<file path="config.mk">
export PLATFORM = sky130hd
export DESIGN_NAME = adc_control_interface
export DESIGN_NICKNAME = d
export VERILOG_FILES = /design/src/pkg/adc_ctrl_pkg.sv /design/src/logic/adc_control_interface.sv
export SDC_FILE = /design/constraint.sdc
export NUM_CORES = 1
export LEC_CHECK = 0
export ABC_AREA = 1
export BUFFER_PORTS_ARGS = -buffer_cell sky130_fd_sc_hd__buf_2
export CAP_MARGIN = 20
export CORE_ASPECT_RATIO = 0.9
export CORE_MARGIN = 5
export CORE_UTILIZATION = 24
export CTS_CLUSTER_DIAMETER = 60
export CTS_CLUSTER_SIZE = 8
export DETAILED_ROUTE_END_ITERATION = 10
export GPL_TIMING_DRIVEN = 1
export SYNTH_ARGS = -nofsm -noshare
export SYNTH_HDL_FRONTEND = slang
export SYNTH_SLANG_ARGS = --single-unit
export TNS_END_PERCENT = 1
</file>
<file path="constraint.sdc">
create_clock -name clock -period 4.65 [get_ports clock]
set_input_delay 0.465 -clock clock [delete_from_list [all_inputs] [get_ports clock]]
set_output_delay 0.465 -clock clock [all_outputs]
set_load 0.02 [all_outputs]
</file>
<file path="src/pkg/adc_ctrl_pkg.sv">
/*
 Shared constants and types for the converter control block.
 Assumes an APB master with 32-bit data and word-aligned registers.
*/
package adc_ctrl_pkg;
   // =====================================================
   // Register map (offsets not multiples of four: indices)
   localparam logic [7:0] result_index = 8'hd0;
   localparam logic [7:0] control_index = 8'hd1;
   localparam logic [9:0] result_addr = {result_index, 2'b00};
   localparam logic [9:0] control_addr = {control_index, 2'b00};
   // =====================================================
   // Control field positions and reset values of both registers
   localparam int irq_enable_bit = 7;
   localparam int done_flag_bit = 6;
   localparam int start_bit = 5;
   localparam int power_on_bit = 4;
   localparam int osc_disable_bit = 2;
   localparam logic [7:0] control_reset = 8'h40;
   localparam logic [7:0] result_reset = 8'h00;
   // =====================================================
   // Timing
   localparam int clock_mhz = 250;
   localparam int bit_time_ns = 40;
   localparam int bit_cycles = (bit_time_ns * clock_mhz) / 1000;
   localparam int result_bits = 8;

   typedef enum logic [1:0] {
      st_idle = 2'b01,
      st_convert = 2'b10
   } conv_state_e;

   typedef struct packed {
      logic irq_enable;
      logic power_on;
      logic osc_disable;
   } ctrl_fields_s;
endpackage

</file>
<file path="src/logic/adc_control_interface.sv">
/*
 Converter control logic: control and result registers over APB, the
 successive-approximation sequencer, the end-of-conversion flag and
 its interrupt. Assumes an analog comparator answering on comp_high
 within one step time, and wait/stop mode levels from the core.

*/
module adc_control_interface
   import adc_ctrl_pkg::*;
#(
   parameter int step_cycles = bit_cycles
) (
   input wire logic clock,
   input wire logic rst,
   input wire logic psel,
   input wire logic penable,
   input wire logic pwrite,
   input wire logic [31:0] paddr,
   input wire logic [31:0] pwdata,
   input wire logic [3:0] pstrb,
   output logic [31:0] prdata,
   output logic pready,
   output logic pslverr,
   input wire logic comp_high,
   input wire logic wait_mode,
   input wire logic stop_mode,
   output logic [7:0] dac_code,
   output logic converter_power,
   output logic main_osc_disable,
   output logic conv_irq,
   output logic wake_request
);
   // =====================================================
   // Bus decode
   wire logic access = psel && penable;
   wire logic hit_result = (paddr[9:0] == result_addr) && (paddr[31:10] == 22'h000000);
   wire logic hit_control = (paddr[9:0] == control_addr) && (paddr[31:10] == 22'h000000);
   wire logic ctrl_write = access && pwrite && hit_control && pstrb[0];
   wire logic start_write = ctrl_write && pwdata[start_bit];

   // =====================================================
   // Registers
   ctrl_fields_s ctrl_reg;
   logic done_reg;
   logic [7:0] result_reg;
   conv_state_e state_reg;
   logic [7:0] trial_reg;
   logic [7:0] mask_reg;
   logic [15:0] step_count_reg;
   logic comp_meta_reg;
   logic comp_sync_reg;

   // Comparator is analog-side; resynchronise before use
   always_ff @(posedge clock or posedge rst) begin
      if (rst) begin
         comp_meta_reg <= 1'b0;
         comp_sync_reg <= 1'b0;
      end else begin
         comp_meta_reg <= comp_high;
         comp_sync_reg <= comp_meta_reg;
      end
   end

   // Limitation: the comparator answer needs two flops plus one cycle, so step_cycles below 3
   // would decide each bit on the previous trial's answer

   wire logic enabled = ctrl_reg.power_on && !stop_mode;
   wire logic step_done = (step_count_reg == 16'(step_cycles - 1));
   wire logic last_step = step_done && mask_reg[0];
   wire logic finish = (state_reg == st_convert) && enabled && last_step && !start_write;
   wire logic [7:0] decided = comp_sync_reg ? (trial_reg & ~mask_reg) : trial_reg;

   // Control register; done flag set only by hardware
   always_ff @(posedge clock or posedge rst) begin
      if (rst) begin
         ctrl_reg <= '0;
         done_reg <= control_reset[done_flag_bit];
      end else begin
         if (ctrl_write) begin
            ctrl_reg.irq_enable <= pwdata[irq_enable_bit];
            ctrl_reg.power_on <= pwdata[power_on_bit];
            ctrl_reg.osc_disable <= pwdata[osc_disable_bit];
         end
         if (start_write && enabled) begin
            done_reg <= 1'b0;
         end else if (finish) begin
            done_reg <= 1'b1;
         end
      end
   end

   // Sequencer: one trial bit per step, MSB first; no auto-repeat
   always_ff @(posedge clock or posedge rst) begin
      if (rst) begin
         state_reg <= st_idle;
         trial_reg <= 8'h00;
         mask_reg <= 8'h00;
         step_count_reg <= 16'h0000;
         result_reg <= result_reset;
      end else begin
         case (state_reg)
            st_idle: begin
               if (start_write && enabled) begin
                  state_reg <= st_convert;
                  trial_reg <= 8'h80;
                  mask_reg <= 8'h80;
                  step_count_reg <= 16'h0000;
               end
            end
            st_convert: begin
               if (!enabled) begin
                  state_reg <= st_idle;
               end else if (start_write) begin
                  trial_reg <= 8'h80;
                  mask_reg <= 8'h80;
                  step_count_reg <= 16'h0000;
               end else if (step_done) begin
                  step_count_reg <= 16'h0000;
                  if (mask_reg[0]) begin
                     result_reg <= decided;
                     state_reg <= st_idle;
                  end else begin
                     trial_reg <= decided | (mask_reg >> 1);
                     mask_reg <= mask_reg >> 1;
                  end
               end else begin
                  step_count_reg <= step_count_reg + 16'h0001;
               end
            end
            default: state_reg <= st_idle;
         endcase
      end
   end

   // =====================================================
   // Read data and outputs
   wire logic [7:0] control_view = {ctrl_reg.irq_enable, done_reg, 1'b0, ctrl_reg.power_on,
                                    1'b0, ctrl_reg.osc_disable, 2'b00};
   logic [31:0] rdata_reg;
   always_ff @(posedge clock or posedge rst) begin
      if (rst) begin
         rdata_reg <= 32'h00000000;
      end else if (psel && !penable && !pwrite) begin
         if (hit_result) begin
            rdata_reg <= {24'h000000, result_reg};
         end else if (hit_control) begin
            rdata_reg <= {24'h000000, control_view};
         end else begin
            rdata_reg <= 32'h00000000;
         end
      end
   end

   assign prdata = rdata_reg;
   assign pready = 1'b1;
   assign pslverr = access && !(hit_result || hit_control);
   assign dac_code = trial_reg;
   assign converter_power = ctrl_reg.power_on;
   assign main_osc_disable = ctrl_reg.osc_disable;
   assign conv_irq = done_reg && ctrl_reg.irq_enable;
   assign wake_request = conv_irq && wait_mode && !stop_mode;
endmodule // adc_control_interface

</file>
==> impl_metrics.tcl, run 1 <==
set metrics [dict create \
    p_per_area_mw_per_mm2 291 \
    outcome "finished, final reports clean" \
    die_h_um 127 \
    firstDrtPassIters 4 \
    h-tree-depth 2 \
    gp_congestion 0.791 \
    largest_reg_flops 16 \
    cts_buffers 5 \
    syn_to_final_growth_pct 15.1 \
    whs_ps 283 \
    ctsResizeCount 0 \
    tritoncts "yes" \
    ys_seq_area_share_pct 38.6 \
    synth_area_per_cell_um2 7.44 \
    drt_iter0_drc 122 \
    diodes 0 \
    overflow 0 \
    tns_ps 0 \
    clock-sinks 56 \
    syn-cell-area_mm2 0.00364 \
    synth-seq-cells 56 \
    tightest_slew_ps 819 \
    ys.warnings.count 0 \
    synth.distinct_cells 37 \
    grt_pass1_wl_mm 14.1 \
    drtAntennaViolNets 0 \
    num_vias 3037 \
    final_layout_size_suffix_gt1_share_pct 22.0 \
    nNetsFinal 628 \
    post-place-cells 741 \
    portBuffers 65 \
    slew_headroom_pct 45.3 \
    start_util_pct 24.6 \
    fmax_mhz 425 \
    worst_clock_skew_ps 7.99 \
    clk_path_buf_depth 2 \
    cts_hold_buf 0 \
    grt_max_degree 57 \
    cts_setup_buffers 0 \
    end_kind "flop" \
    antenna_found_initial 0 \
    rows 42 \
    rsz0062_at_grt "no" \
    stdcell_count 749 \
    avgRoutedWirePerCell_um 11.1 \
    crit_path_start_kind "input pin" \
    fp.dieW_um 140 \
    cts_root_buf "clkbuf_16" \
    leakage_nw 2.15 \
    layout_commonest_cell "nand2_1" \
    placed_cell_area_mm2 0.00404 \
    setup_violations 0 \
    fin_crit_sh_pct 50.6 \
    path_clk_slew_ps 80 \
    wirelength_mm 8.32 \
    grt_pass1_vias 2873 \
    crit_fanout 29 \
    vias_per_cell 4.05 \
    fin_crit_ps 2350 \
    fin_area_mm2 0.00419 \
    globalRouteTotalUtil_pct 9.31 \
    required_ps 4870 \
    hold_violations 0 \
    hp-class "in2reg" \
    io_pins 122 \
    syn_inst 489 \
    route.detailed.drc 0 \
    critical_path_arrival_ps 2570 \
    insertion_delay_ps 300 \
    cap_violations 0 \
    drv_slew 0 \
    dpl.hpwl_mm 6.29 \
    max-vdd-ir-drop_mv 0.152 \
    coreArea_mm2 0.0148 \
    path_class "in2reg" \
    dieArea_mm2 0.0177 \
    layout_common_cells "nand2_1, nor2_1, buf_2" \
]
cells in the mapped netlist:
cell type | n | area share (%)
buf_2 | 2 | 0.28
o21ai_0 | 2 | 0.28
conb_1 | 2 | 0.21
nand3_2 | 2 | 0.55
xor2_1 | 13 | 3.1
inv_1 | 61 | 6.3
nor2_1 | 85 | 8.8
dfrtp_1 | 54 | 37
o211ai_1 | 1 | 0.21
nand4_1 | 6 | 1.0
o211ai_4 | 1 | 0.58
and3_1 | 1 | 0.17
nand3b_1 | 2 | 0.41
inv_2 | 2 | 0.21
nand4_4 | 2 | 1.2
nand3_1 | 33 | 4.5
o22ai_1 | 2 | 0.34
buf_4 | 25 | 5.2
dfstp_2 | 2 | 1.4
clkbuf_1 | 3 | 0.31
a21oi_1 | 5 | 0.69
ha_1 | 2 | 0.69
a21boi_0 | 7 | 1.4
o21ai_2 | 11 | 2.6
or2_4 | 1 | 0.24
buf_6 | 6 | 1.9
nor4_1 | 2 | 0.34
nor3_1 | 8 | 1.1
a21oi_4 | 1 | 0.45
nand2_1 | 118 | 12
nand3_4 | 1 | 0.48
o31ai_1 | 4 | 0.83
nand2_2 | 10 | 1.7
nand4_2 | 1 | 0.34
or2_2 | 1 | 0.17
a21oi_2 | 7 | 1.7
nor2_4 | 3 | 0.93
per-stage QoR:
stage	util [%]	total power [mW]	worst slack (ps)
6_report	28.3	1.22	2300
5_1_grt	28.3	1.29	2000
4_1_cts	28.3	1.24	2250
3_5_place_dp	27.2	0.844	1910
3_3_place_gp	27.2	0.841	1950
2_1_floorplan	-	0.821	2820
layout make-up:
class,instances,area (um2)
flip-flops and latches,56,1400
multi-input cells,357,1810
clock inverters,3,27.5
fillers,1637,10600
well taps,198,248
repair buffers,67,340
clock buffers,5,125
inverters,63,236
cells by family after synthesis:
| kind of cell | count (synthesis) | synth area share, % |
|---|---|---|
| flip-flops | 56 | 38.6 |
| AND/OR/NAND/NOR | 276 | 34.1 |
| XOR/XNOR | 13 | 3.13 |
| AO/OA/AOI/OAI | 41 | 9.15 |
| other | 2 | 0.206 |
| adder cells (fa/ha/maj) | 2 | 0.688 |
| buffers and inverters | 99 | 14.1 |
critical path, cell delays in order:
cell     delay, ps
buf_2          100
nor2_1         160
inv_1           80
nor2_1         130
nand3_1        140
nor2_4         180
nand4_4        120
a21oi_4        690
buf_4          370
nand2_2         70
o21ai_2         50
where the power goes:
part | switching [mW] | internal [mW]
logic | 0.237 | 0.0736
registers | 0.0126 | 0.503
clock network | 0.188 | 0.205
per-layer routing:
metal	wire (um)	share of wire [%]	GRT usage (%)	vias up
met4	86	1.0	2.39	0
met1	4040	49	13.2	1353
met2	3530	42	14.3	85
met5	0	0	0	-
met3	666	8.0	2.11	5
li1	-	-	-	1594
final timing paths:
path,depth (start not counted),end,startpoint,slack (ps)
setup / recovery,11,step_count_reg[4]$_DFFE_PP0P_,paddr[1],2300
hold / removal,1,comp_meta_reg$_DFF_PP0_,comp_high,280
setup reg to reg,8,step_count_reg[4]$_DFFE_PP0P_,state_reg[0]$_DFFE_PP1P_,2320
hold reg to reg,0,comp_sync_reg$_DFF_PP0_,comp_meta_reg$_DFF_PP0_,350
max in group asynchronous,3,step_count_reg[6]$_DFFE_PP0P_,rst,3790
min in group asynchronous,3,step_count_reg[10]$_DFFE_PP0P_,rst,350
No activity file was read; power rests on OpenSTA's default activity.
==> run 2, diff against run 1 <==
- clock period: 4.65 -> 2.25 ns (I/O delays scaled with it)
==> run 2 against run 1 <==
Compared with the run above: non-clock buffer count is 7 higher; worst setup slack worse by 2000 ps; worst hold slack worse by 240 ps; critical path depth is 1 lower; critical endpoint is now result_reg[6]$_DFFE_PP0P_.
==> impl_metrics.tcl, run 2 (synthesis results as in run 1) <==
set metrics [dict create \
    outcome "finished, final reports clean" \
    final_layout_size_suffix_gt1_share_pct 22.8 \
    antenna_found_initial 0 \
    comb_power_share_pct 28.0 \
    fin_crit_ps 1930 \
    clkPwrFrac_pct 31.0 \
    largest_reg_flops 16 \
    required_ps 2440 \
    globalRouteTotalUtil_pct 9.26 \
    hp-class "in2reg" \
    p_int_mw 1.68 \
    critical_path_arrival_ps 2120 \
    gp_congestion 0.811 \
    cts_root_buf "clkbuf_16" \
    path_class "reg2reg" \
    clk_path_buf_depth 2 \
    power.net_switching_uw 924 \
    worst_clock_skew_ps 5.13 \
    p_seq_share_pct 41.0 \
    grt_pass1_vias 2902 \
    hold_violations 0 \
    start_util_pct 24.6 \
    coreArea_mm2 0.0148 \
    p_per_area_mw_per_mm2 610 \
    rsz0062_at_grt "no" \
    nNetsFinal 635 \
    total_power_mw 2.60 \
    diodes 0 \
    syn_to_final_growth_pct 17.2 \
    layout_commonest_cell "nand2_1" \
    clock-sinks 56 \
    h-tree-depth 2 \
    insertion_delay_ps 300 \
    portBuffers 65 \
    die_h_um 127 \
    firstDrtPassIters 5 \
    overflow 0 \
    stdcell_count 756 \
    avgRoutedWirePerCell_um 11.1 \
    drv_slew 0 \
    wirelength_mm 8.40 \
    setup_violations 0 \
    tns_ps 0 \
    drtAntennaViolNets 0 \
    leakage_nw 2.19 \
    switching_share_pct 35.5 \
    io_pins 122 \
    cts_buffers 5 \
    cap_violations 0 \
    rows 42 \
    grt_max_degree 40 \
    num_vias 3078 \
    grt_pass1_wl_mm 13.9 \
    layout_common_cells "nand2_1, nor2_1, buf_2" \
    fin_crit_sh_pct 85.8 \
    crit_fanout 17 \
    drt_iter0_drc 132 \
    dieArea_mm2 0.0177 \
    crit_path_start_kind "flop" \
    cts_setup_buffers 0 \
    vias_per_cell 4.07 \
    route.detailed.drc 0 \
    tritoncts "yes" \
    end_kind "flop" \
    dpl.hpwl_mm 6.42 \
    max-vdd-ir-drop_mv 0.398 \
    fmax_mhz 518 \
    fp.dieW_um 140 \
    post-place-cells 747 \
    path_clk_slew_ps 80 \
]
## run 2: changes by cell type in the layout (fill, tap and decap cells not counted), sizes merged
cell         change
dlygate4sd3      +1
clkinvlp         -1
clkinv           +1
buf              +6
## run 2: worst paths after layout
kind / from / endpoint / slack, ps / cells past startpoint
min reg2reg: comp_meta_reg$_DFF_PP0_ / comp_sync_reg$_DFF_PP0_ / 350 / 0
max reg2reg: step_count_reg[1]$_DFFE_PP0P_ / result_reg[6]$_DFFE_PP0P_ / 320 / 10
min in group asynchronous: rst / step_count_reg[10]$_DFFE_PP0P_ / 470 / 3
max: step_count_reg[1]$_DFFE_PP0P_ / result_reg[6]$_DFFE_PP0P_ / 320 / 10
max in group asynchronous: rst / state_reg[0]$_DFFE_PP1P_ / 1170 / 4
min: comp_high / comp_meta_reg$_DFF_PP0_ / 40 / 1
## run 2: repair_timing
action / CTS / global route
endpoints found under the hold margin: 17 / 0
hold buffers: 1 / 0
gates resized for setup: 0 / 0
endpoints found under the setup margin: 0 / 0
## run 2: layer usage
metal  global-route usage, %  part of all wire [%]  up-vias
met5                       0                     0        -
met1                    12.7                    48     1368
met3                    2.41                   7.4        7
li1                        -                     -     1609
met2                    14.5                    43       94
met4                    2.45                   1.3        0
## run 2: metrics by stage
stage	utilization (%)	setup WS (ps)	area (um2)	hold slack, ps
after detailed placement	27.7	297	4110	254
after floorplan	-	504	3720	256
final	28.8	320	4260	40.9
after global placement	27.7	301	4110	253
after global routing	28.8	106	4260	37.6
after CTS	28.8	296	4260	33.8
## run 2: critical path, stage by stage, from the launching register on
cell and delay [ps]:
dfrtp_1 420, inv_1 100, ha_1 180, nand3_1 80
nor3_1 160, nand3_1 190, nor2_1 210, nand3_2 90
buf_4 210, nor2_1 140, a21oi_2 40
## run 2: area by class of cell
type                            count  area [um2]
Sequential cell                    56        1400
Clock inverter                      3        22.5
Inverter                           63         236
Timing Repair Buffer               74         420
Multi-Input combinational cell    357        1810
Fill cell                        1634       10600
Clock buffer                        5         125
Tap cell                          198         248
## run 2: power groups by stage
stage | clock (mW) | combinational, mW | sequential, mW
finish | 0.805 | 0.728 | 1.07
global route | 0.863 | 0.810 | 1.07
CTS | 0.835 | 0.735 | 1.07
detailed placement | 0 | 0.731 | 1.09
global placement | 0 | 0.733 | 1.08
floorplan | 0 | 0.615 | 1.08
==> run 3, diff against run 2 <==
- CORE_UTILIZATION: 24 -> 45
- PLACE_DENSITY: default -> 0.73
==> run 3 against run 2 <==
Compared with the run above: global-route usage is 6.9 points higher; sequential share of layout area grew 1.6 points; largest power group unchanged; combinational power is 5.2% lower; clock power shrank 26%; critical path depth unchanged; die area decreased by 44%.
==> impl_metrics.tcl, run 3 (synthesis results as in run 1) <==
set metrics [dict create \
    outcome "finished, final reports clean" \
    rsz0062_at_grt "no" \
    route.detailed.drc 0 \
    p_seq_share_pct 45.3 \
    leakage_nw 2.16 \
    start_util_pct 45.8 \
    grt_max_degree 28 \
    final_layout_size_suffix_gt1_share_pct 22.7 \
    die_h_um 95.3 \
    reg2regPathDepth 10 \
    antenna_found_initial 0 \
    avgRoutedWirePerCell_um 12.3 \
    total_power_mw 2.36 \
    rows 31 \
    comb_power_share_pct 29.3 \
    power.net_switching_uw 901 \
    clock-sinks 56 \
    drv_slew 0 \
    grt_pass1_vias 2880 \
    tns_ps 0 \
    overflow 0 \
    globalRouteTotalUtil_pct 16.2 \
    dieArea_mm2 0.00999 \
    cts_root_buf "clkbuf_8" \
    fin_crit_ps 1950 \
    cts_buffers 5 \
    utilization_pct 51.2 \
    cts_setup_buffers 0 \
    num_vias 3163 \
    r2r_start "step_count_reg[1]$_DFFE_PP0P_" \
    nFillCells 752 \
    vias_per_cell 4.81 \
    largest_reg_flops 16 \
    h-tree-depth 2 \
    portBuffers 65 \
    ctsResizeCount 0 \
    multiInputGateArea_mm2 0.00181 \
    setup.worst_path.end "result_reg[2]$_DFFE_PP0P_" \
    nNetsFinal 636 \
    slew_headroom_pct 63.3 \
    worstReg2RegEnd "result_reg[2]$_DFFE_PP0P_" \
    post-place-cells 648 \
    syn_to_final_growth_pct 11.9 \
    stdcell_count 658 \
    layout_commonest_cell "nand2_1" \
    drtAntennaViolNets 0 \
    critical_path_arrival_ps 2170 \
    firstDrtPassIters 4 \
    layout_common_cells "nand2_1, nor2_1, buf_2" \
    grt_pass1_wl_mm 13.6 \
    clk_path_buf_depth 2 \
    io_pins 122 \
    tightest_slew_ps 548 \
    gp_congestion 0.876 \
    fmax_mhz 513 \
    path_clk_slew_ps 120 \
    setup_violations 0 \
    r2r_slack_ps 300 \
    cts_hold_buf 1 \
    tritoncts "yes" \
    fp.dieW_um 105 \
    insertion_delay_ps 330 \
    worst_clock_skew_ps 16.5 \
    p_int_mw 1.46 \
    startpoint "step_count_reg[1]$_DFFE_PP0P_" \
    crit_fanout 17 \
    drt_iter0_drc 209 \
    crit_path_start_kind "flop" \
    cap_violations 0 \
    switching_share_pct 38.3 \
    end_kind "flop" \
    coreArea_mm2 0.00795 \
    wirelength_mm 8.08 \
    diodes 0 \
    hold_violations 0 \
    fin_crit_sh_pct 86.6 \
    required_ps 2480 \
    max-vdd-ir-drop_mv 0.304 \
    hp-class "in2reg" \
    dpl.hpwl_mm 6.23 \
    regArea_mm2 0.00140 \
    p_per_area_mw_per_mm2 579 \
    clkPwrFrac_pct 25.4 \
    path_class "reg2reg" \
]
-- run 3: cell types whose count changed in the layout (fill, tap and decap cells not counted), moves of 2 or more --
cell / previous run / this run
buf_12: 2 / 0
clkbuf_16: 5 / 0
clkbuf_8: 0 / 5
buf_4: 6 / 8
-- run 3: per-stage QoR --
stage | worst slack (ps) | cell area (um2) | hold WS, ps
floorplan | 504 | 3720 | 256
global placement | 351 | 3960 | 300
detailed placement | 308 | 3960 | 304
CTS | 293 | 4060 | 1.84
global route | 38.8 | 4070 | 155
finish | 302 | 4070 | 143
-- run 3: cell type report --
cell class / count / share of cell area (%)
inverter: 63 / 5.81
clock buffer: 5 / 1.69
timing repair buffer: 75 / 9.96
clock inverter: 3 / 0.615
tap: 99 / 3.04
multi-input combinational: 357 / 44.4
sequential: 56 / 34.5
-- run 3: how the worst min path moves through the flow --
stage	startpoint	cells past startpoint	slack, ps	end
floorplan	comp_high	0	260	comp_meta_reg$_DFF_PP0_
global placement	rst	2	300	step_count_reg[8]$_DFFE_PP0P_
detailed placement	rst	2	300	step_count_reg[8]$_DFFE_PP0P_
CTS	comp_high	1	2	comp_meta_reg$_DFF_PP0_
global route	pwdata[2]	3	150	main_osc_disable$_DFFE_PP0N_
finish	pwdata[4]	3	140	converter_power$_DFFE_PP0N_
-- run 3: critical path: stages, from the launching register on --
cell	delay [ps]
dfrtp_1	430
inv_1	110
ha_1	170
nand3_1	70
nor3_1	160
nand3_1	190
nor2_1	220
nand3_2	90
buf_4	210
nor2_1	150
a21oi_2	40
-- run 3: per-layer routing --
layer	routed length, um	global-route usage [%]
met1	3760	21.8
met2	3610	26.5
met3	647	4.27
met4	64	3.30
met5	0	0
-- run 3: power groups by stage --
| stage | registers [mW] | clock network, mW | logic (mW) |
|---|---|---|---|
| after global placement | 1.08 | 0 | 0.673 |
| after global routing | 1.07 | 0.657 | 0.758 |
| after CTS | 1.07 | 0.610 | 0.689 |
| after detailed placement | 1.09 | 0 | 0.686 |
| after floorplan | 1.08 | 0 | 0.615 |
| final | 1.07 | 0.599 | 0.690 |
